### config.mk
export PLATFORM = sky130hd
export DESIGN_NAME = owf_top
export DESIGN_NICKNAME = d
export VERILOG_FILES = /design/src/hw/owf_pkg.sv /design/src/hw/owf_top.sv /design/src/hw/owf_parity.sv
export SDC_FILE = /design/constraint.sdc
export NUM_CORES = 1
export LEC_CHECK = 0
export BUFFER_PORTS_ARGS = -buffer_cell sky130_fd_sc_hd__buf_2
export CAP_MARGIN = 40
export CORE_ASPECT_RATIO = 1.2
export CORE_UTILIZATION = 54
export DETAILED_ROUTE_END_ITERATION = 8
export MAX_ROUTING_LAYER = met4
export PLACE_DENSITY_LB_ADDON = 0.2
export SLEW_MARGIN = 20
export SYNTH_ARGS = -nofsm -noshare
export SYNTH_HDL_FRONTEND = slang
export SYNTH_SLANG_ARGS = --single-unit
### constraint.sdc
create_clock -name clk -period 5.1 [get_ports clk]
set_clock_uncertainty 0.05 [all_clocks]
set_input_delay 0.255 -clock clk [delete_from_list [all_inputs] [get_ports clk]]
set_output_delay 0.255 -clock clk [all_outputs]
set_load 0.01 [all_outputs]
### src/hw/owf_pkg.sv
// Package for the output word formatter: register map, field layout, patterns.
// Assumes a single 200 MHz clock domain shared by all users.
package owf_pkg;

  // ==========================================================
  // Register map
  localparam logic [11:0] OWF_CFG_ADDR = 12'h01c;
  localparam logic [7:0] OWF_CFG_RESET = 8'h00;
  localparam int OWF_SPAN_LSB = 4;
  localparam int OWF_PARITY_APPEND_ENABLE_BIT = 3;
  localparam int OWF_PATN_LSB = 0;

  // ==========================================================
  // Word layout
  localparam int OWF_WORD_W = 20;
  localparam int OWF_DATA_W = 18;
  localparam logic [17:0] OWF_PATN_ZEROS = 18'h00000;
  localparam logic [17:0] OWF_PATN_ONES = 18'h3ffff;
  localparam logic [17:0] OWF_PATN_ALT1 = 18'h15555;
  localparam logic [17:0] OWF_PATN_ALT2 = 18'h03333;

  typedef enum logic [2:0] {
    OWF_P_ZERO = 3'h4,
    OWF_P_ONE = 3'h5,
    OWF_P_ALT1 = 3'h6,
    OWF_P_ALT2 = 3'h7
  } owf_patn_t;

  typedef struct packed {
    logic [1:0] partial_parity_span;
    logic parity_append_enable;
    logic [2:0] test_pattern_select;
  } owf_cfg_t;

  typedef struct packed {
    logic [11:0] addr;
    logic [7:0] wdata;
    logic wr;
  } owf_reg_req_t;

endpackage

### src/hw/owf_top.sv
// Output word formatter: config register plus 20-bit output word builder.
// Assumes the serial port decodes frames and presents a one-cycle write or
// read strobe, and pulses word_start before each word is shifted out.
//
// Summary of operation
// - Each conversion leaves as a 20-bit word shaped by the config register.
// - Config bits 7:6 are reserved, read zero, reset zero.
// - Span bits 5:4 choose 4, 8, 12 or 16 MSBs for partial parity.
// - Parity enable low forces word bits 1:0 to zero.
// - Parity enable high puts parity in word bits 1:0.
// - Word bit 1 is even parity of word bits 19:2.
// - Word bit 0 is even parity of the span-selected MSBs.
// - Pattern bits 2:0 drive word bits 19:2; codes 0xx pass the result.
// - Pattern 100 gives zeros, 101 ones, 110 gives 15555h.
// - Pattern 111 gives 03333h on the upper bits.
// - Span, enable and pattern fields are read/write and reset to zero.
`timescale 1ns/1ps
`default_nettype none
module owf_top (
  input wire logic clk, // 200 MHz clock
  input wire logic resetn, // Async reset, active low
  input wire owf_pkg::owf_reg_req_t reg_req, // Register write request
  input wire logic reg_rd, // Register read strobe
  input wire logic [11:0] reg_rd_addr, // Register read address
  output logic [7:0] reg_rdata, // Read data, valid after reg_rd
  output logic reg_rvalid, // Read data valid pulse
  input wire logic [17:0] conv_result, // Conversion result
  input wire logic conv_valid, // Result strobe, same clock
  input wire logic word_start, // Start of next word shift
  output logic [19:0] out_word, // Word being shifted out
  output logic out_word_valid // Pulse when word updated
);
  import owf_pkg::*;

  // ==========================================================
  // Config register
  owf_cfg_t cfg_q, cfg_d;
  owf_cfg_t act_q, act_d;
  logic [7:0] rdata_q, rdata_d;
  logic rvalid_q, rvalid_d;

  always_comb begin
    cfg_d = cfg_q;
    if (reg_req.wr && reg_req.addr == OWF_CFG_ADDR) begin
      cfg_d.partial_parity_span = reg_req.wdata[OWF_SPAN_LSB +: 2];
      cfg_d.parity_append_enable = reg_req.wdata[OWF_PARITY_APPEND_ENABLE_BIT];
      cfg_d.test_pattern_select = reg_req.wdata[OWF_PATN_LSB +: 3];
    end
    rvalid_d = reg_rd;
    rdata_d = rdata_q;
    if (reg_rd) begin
      // Unmapped addresses and reserved bits read as zero
      rdata_d = 8'h00;
      if (reg_rd_addr == OWF_CFG_ADDR) begin
        rdata_d = {2'h0, cfg_q};
      end
    end
    // Latch active config only at word boundaries so a word never mixes settings
    act_d = word_start ? cfg_q : act_q;
  end

  always_ff @(posedge clk or negedge resetn) begin
    if (!resetn) begin
      cfg_q <= owf_cfg_t'(OWF_CFG_RESET[5:0]);
      act_q <= owf_cfg_t'(OWF_CFG_RESET[5:0]);
      rdata_q <= 8'h00;
      rvalid_q <= 1'b0;
    end else begin
      cfg_q <= cfg_d;
      act_q <= act_d;
      rdata_q <= rdata_d;
      rvalid_q <= rvalid_d;
    end
  end

  // ==========================================================
  // Word builder
  logic [17:0] result_q, result_d;
  logic [17:0] upper;
  logic full_par, part_par;
  logic [19:0] word_q, word_d;
  logic wvalid_q, wvalid_d;
  logic wvalid_pend_q, wvalid_pend_d;

  always_comb begin
    result_d = conv_valid ? conv_result : result_q;
    if (!act_q.test_pattern_select[2]) begin
      upper = result_q;
    end else begin
      unique case (owf_patn_t'(act_q.test_pattern_select))
        OWF_P_ZERO: upper = OWF_PATN_ZEROS;
        OWF_P_ONE: upper = OWF_PATN_ONES;
        OWF_P_ALT1: upper = OWF_PATN_ALT1;
        OWF_P_ALT2: upper = OWF_PATN_ALT2;
        default: upper = result_q;
      endcase
    end
  end

  owf_parity u_par (
    .upper(upper),
    .span(act_q.partial_parity_span),
    .full_par(full_par),
    .part_par(part_par)
  );

  always_comb begin
    word_d = word_q;
    wvalid_d = 1'b0;
    wvalid_pend_d = word_start;
    // Built one cycle after word_start, once the new config is active
    if (wvalid_pend_q) begin
      wvalid_d = 1'b1;
      if (act_q.parity_append_enable) begin
        word_d = {upper, full_par, part_par};
      end else begin
        word_d = {upper, 2'h0};
      end
    end
  end

  always_ff @(posedge clk or negedge resetn) begin
    if (!resetn) begin
      result_q <= 18'h00000;
      word_q <= 20'h00000;
      wvalid_q <= 1'b0;
      wvalid_pend_q <= 1'b0;
    end else begin
      result_q <= result_d;
      word_q <= word_d;
      wvalid_q <= wvalid_d;
      wvalid_pend_q <= wvalid_pend_d;
    end
  end

  assign reg_rdata = rdata_q;
  assign reg_rvalid = rvalid_q;
  assign out_word = word_q;
  assign out_word_valid = wvalid_q;
endmodule
`default_nettype wire

### src/hw/owf_parity.sv
// Parity stage: forms the two appended bits for an 18-bit upper field.
// Assumes inputs are stable registered values; purely combinational.
`timescale 1ns/1ps
`default_nettype none
module owf_parity (
  input wire logic [17:0] upper, // Upper 18 bits of the word
  input wire logic [1:0] span, // Partial span code
  output logic full_par, // Even parity of all 18 bits
  output logic part_par // Even parity over selected MSBs
);
  import owf_pkg::*;

  always_comb begin
    full_par = ^upper;
    unique case (span)
      2'h0: part_par = ^upper[17:14];
      2'h1: part_par = ^upper[17:10];
      2'h2: part_par = ^upper[17:6];
      2'h3: part_par = ^upper[17:2];
    endcase
  end
endmodule
`default_nettype wire

Word level (Yosys, flattened, before mapping). Cells that the tools add are included.

Bits in registers: 61. Input bits: 56. Output and inout port bits: 30. Logic and storage cells: 34.

Eq/ne operators: 9. Mux-type cells: 6. Reductions and logical operators: 7.

Operators with widths (number): 18-bit case mux with 4 select lines (1); 12-bit by 5-bit equality test with 1-bit output (second input constant) (2); 18-bit 2-to-1 mux (1); 18-bit parity (1); 16-bit parity (1); 3-bit equality test (second input constant) (4); 12-bit parity (1); 8-bit parity (1); 6-bit 2-to-1 mux (1); 2-bit equality test (second input constant) (2); 1-bit case mux with 4 select lines (1); 4-bit parity (1); 2-bit by 1-bit equality test with 1-bit output (second input constant) (1); 2-bit logical NOT (1); 2-bit 2-to-1 mux (1); 1-bit logical AND (1); 1-bit 2-to-1 mux (1).

Depth between registers and ports, before layout.
Depth in word-level cells: 6. Mapped depth: 6.

By module. From an unflattened synthesis, not the netlist that was laid out.

Cell total of the unflattened synthesis: 232. Area total of the unflattened synthesis: 2717.6 µm².

By module, submodules not included: owf_top (instances 1, cells an instance 202, area each 2472.4 µm², seq. area each 1476.4 µm²); owf_parity (instances 1, cells an instance 30, area each 245.2 µm², seq. area each 0.0 µm²).

Least setup slack after synthesis. No wires, ideal clock.

Path type: reg2reg. Start point: reg result_q[8]. End point: reg word_q[0] (netlist: out_word[0]). Data arrival time: 1659 ps. Slack: 3321 ps. Cell stages (with the launch flop): 7. Buffers on the path: 0. Period minus slack after synthesis: 1779 ps. Cell sequence: dfrtp_1 > xnor2_1 > xnor2_1 > xnor2_1 > or3b_1 > a311oi_1 > nand3b_1.

Cells in the longest elaborated chain, start to end: 5. Elaborated cells on any way between the ends: 6.

Ends and longest elaborated chain: from (decl) (RTL line owf_top.sv:78) `logic [17:0] result_q, result_d;`; from (signal assigned) (RTL line owf_top.sv:129) `result_q <= result_d;`; 18-bit case mux with 4 select lines (RTL line owf_top.sv:90) `unique case (owf_patn_t'(act_q.test_pattern_select))`; 18-bit 2-to-1 mux (*) (RTL line owf_top.sv:87) `if (!act_q.test_pattern_select[2]) begin`; 16-bit parity or 12-bit parity (tied branches) (RTL line owf_parity.sv:19, owf_parity.sv:18); 1-bit case mux with 4 select lines (*) (RTL line owf_parity.sv:15) `unique case (span)`; 2-bit 2-to-1 mux (*) (RTL line owf_top.sv:114) `if (act_q.parity_append_enable) begin`; to (signal assigned) (RTL line owf_top.sv:130) `word_q <= word_d;`; to (decl) (RTL line owf_top.sv:81) `logic [19:0] word_q, word_d;`.

Every way passes the cells marked *; elsewhere a longest branch is shown, timed or not. A chain may end at the register's enable or synchronous reset.

Final worst setup path.
Start point: reg act_q[2] (netlist bit). End point: reg word_q[19] (netlist: out_word[19]).

Cells in the longest elaborated chain, start to end: 3. Elaborated cells on any way between the ends: 6.

Ends and longest elaborated chain: from (decl) (RTL line owf_top.sv:38) `owf_cfg_t act_q, act_d;`; from (signal assigned) (RTL line owf_top.sv:65) `act_q <= owf_cfg_t'(OWF_CFG_RESET[5:0]);`; from (signal assigned) (RTL line owf_top.sv:70) `act_q <= act_d;`; 3-bit equality test (RTL line owf_top.sv:90); 18-bit case mux with 4 select lines (RTL line owf_top.sv:90); 18-bit 2-to-1 mux (*) (RTL line owf_top.sv:87).

Marked as above.

==> impl_metrics.ini <==
[grt]
first_global_vias = 1894
antenna_found_initial = 0
grt_pass1_wl_um = 8576
grt_util_all_layers_pct = 23.43
gr-total-overflow = 0
grt_start_max_net_pins = 60

[timing]
rsz0062_at_grt = false
min_period_over_period_pct = 42.32
finalSetupViolations = 0
drv_slew = 0
tns_ns = 0
worstMarginPinSlew_ns = 0.7215
timing.slew.headroom_pct = 51.90
period_minus_slack_ns = 2.158
hold_violations = 0
clock.fmax_mhz = 463.4

[place]
port_buffers = 81
dp_hpwl_um = 3747
gp_congestion = 0.7626

[worst_setup_path]
crit_chain = clkinv_1 -> nor3b_1 -> a21oi_1 -> a21oi_1
crit_family = flip-flops
worstPathRequired_ns = 5.31
worstPathMaxFanout = 16
crit_path_max_incr_delay_ns = 0.69
r2r_start = act_q[2]
end_kind = flop
r2r-end = out_word[19]
crit_buf_inv = 1
critPathKind = flop to flop
cp_data_arrival_time_ns = 2.37
critPathSlowestCell = dfrtp_1
ff2ff_path_depth = 4
startpoint_type = flop
ff2ff_setup_slack_ns = 2.94
path_common_cell = a21oi_1

[route]
wl_per_cell_um = 14.23
drt_iter0_markers = 113
vias = 1908
drc = 0
drtPass1Iterations = 4
routed_via_density = 5.157
drtAntennaViolNets = 0
wl_um = 5264

[die]
io_pins = 86
die_w_um = 65.35
dieArea_sq_mm = 0.005098
die_h_um = 78.01
core_area_sq_mm = 0.004594
rows = 27
start_util_pct = 56.59

[power_and_ir_drop]
power.total_uw = 1092
ir_worst_vdd_mv = 0.2308
power.leakage_uw = 0.001514
power_density_mw_per_mm2 = 338.4

[synthesis]
synth_cells = 224
synth.distinct_cells = 30
syn_area_per_cell_sq_um = 11.61
synth_top_family_by_area = multiplexers
yosysWarnings = 0
synth_edf_count = 0
synth_simple_gate_area_share_pct = 8.277
ys_seq_area_share_pct = 56.79
muxShareOfSynthArea_pct = 14.05
async_flop_share_pct = 100.0
synthXorXnorAreaFrac_pct = 6.400
synth_area_sq_mm = 0.002600
ys_ff_latch = 59
ys.flop_type = dfrtp_1
synth_compound_area_share_pct = 9.721
synthAdderAreaFrac_pct = 0

[outcome]
status = completed

[finish]
antennaDiodeCount = 0
ff_latch_area_sq_mm = 0.001476
synthToLayoutAreaGrowth_pct = 24.11
drive_gt1_share_pct = 40.38
multi_input_area_sq_mm = 0.001013
fillers = 366
nets = 363

[clocking]
htree_levels = 3
cts_buffers = 9
clock_latency_ns = 0.34
cts_setup_buffers = 0
cts_buffer_depth = 2
cts_resized = 0
clk_pin_slew_ns = 0.06
ctsHoldBuffers = 0
cts-root-buf = clkbuf_8
tritoncts = done
cts_sinks = 59

[run]
max_cap_violations = 0

[worst_hold_path]
hold_class = input pin to asynchronous set/reset pin
## cell usage after synthesis, drive strengths merged, types with 2 or more instances
| master | instances | area share, % |
|---|---|---|
| xor2 | 3 | 1.0 |
| buf | 4 | 1.0 |
| nor2 | 9 | 1.3 |
| nand2b | 2 | 0.48 |
| a21oi | 14 | 2.7 |
| inv | 16 | 2.3 |
| mux2i | 5 | 1.9 |
| xnor2 | 16 | 5.4 |
| mux2 | 28 | 12 |
| nand2 | 10 | 1.4 |
| nor3 | 3 | 0.58 |
| dfrtp | 59 | 57 |
| nand3 | 2 | 0.39 |
| o211ai | 10 | 2.9 |
| o21ai | 18 | 3.5 |
| nand4b | 3 | 1.0 |
| nor3b | 2 | 0.58 |
| clkbuf | 8 | 1.2 |
| nor4b | 2 | 0.67 |
## power breakdown
| part | internal [uW] | switching (uW) |
|---|---|---|
| logic | 96.5 | 94.7 |
| registers | 502 | 25.8 |
| clock network | 202 | 171 |
## how the worst max path moves through the flow
stage / end / depth (start not counted) / start / slack (ns)
after floorplan: out_word[0] / 6 / result_q[8] / 3.32
after global placement: out_word[13] / 4 / act_q[2] / 2.97
after detailed placement: out_word[19] / 4 / act_q[2] / 2.95
after CTS: out_word[19] / 4 / act_q[2] / 2.93
after global routing: out_word[9] / 4 / act_q[2] / 2.78
final: out_word[19] / 4 / act_q[2] / 2.94
## layout by cell type, fill, tap and decap left out, types with 2 or more instances in the layout
| master | n |
|---|---|
| mux2i_1 | 5 |
| dfrtp_1 | 59 |
| nand3_1 | 2 |
| nor2_1 | 9 |
| nor3_1 | 3 |
| o211ai_1 | 10 |
| xnor2_1 | 16 |
| conb_1 | 2 |
| nand2_1 | 10 |
| xor2_1 | 3 |
| nor3b_1 | 2 |
| mux2_2 | 28 |
| nand2b_1 | 2 |
| clkinv_2 | 2 |
| buf_2 | 81 |
| a21oi_1 | 14 |
| clkbuf_1 | 3 |
| nor4b_1 | 2 |
| clkbuf_8 | 11 |
| nand4b_1 | 3 |
| inv_1 | 16 |
| o21ai_0 | 18 |
## cell families (layout without fill, tap and decap cells)
logic type / after synthesis / count (layout)
XOR/XNOR: 19 / 19
buffers and inverters: 29 / 116
multiplexers: 33 / 33
AO/OA/AOI/OAI: 44 / 44
other: 1 / 2
flip-flops: 59 / 59
AND/OR/NAND/NOR: 39 / 39
## layout make-up
cell class | count | share of cell area (%)
clock buffers | 14 | 5.041
clock inverters | 2 | 0.3102
inverters | 17 | 1.978
multi-input cells | 137 | 31.41
flip-flops and latches | 59 | 45.75
well taps | 58 | 2.249
repair buffers | 83 | 13.26
## routing by layer
metal  global-route usage [%]  share of wire, %  vias up
met2                    36.39                49       72
met5                        -                 0        -
met1                    28.75                44      886
met3                    5.814               5.1       12
li1                         -                 -      938
met4                    10.65               2.3        0
## state kept, by name, indices dropped and copies added, names as in the netlist
name	flops
reg_rvalid	1
act_q	6
reg_rdata	6
cfg_q	6
wvalid_pend_q	1
out_word_valid	1
result_q	18
out_word	20
## stage by stage
stage / cell area, sq um / hold WS [ns] / std cells / setup WS, ns / utilization (%)
2_1_floorplan: 2604 / -0.09059 / 225 / 3.321 / -
3_3_place_gp: 3033 / 0.3923 / 353 / 2.971 / 66.01
3_5_place_dp: 3048 / 0.3897 / 354 / 2.950 / 66.34
4_1_cts: 3221 / 0.04009 / 370 / 2.929 / 70.10
5_1_grt: 3227 / 0.05611 / 370 / 2.777 / 70.23
6_report: 3227 / 0.0009456 / 370 / 2.942 / 70.23
Note: power is estimated with default switching activity, not from simulation.
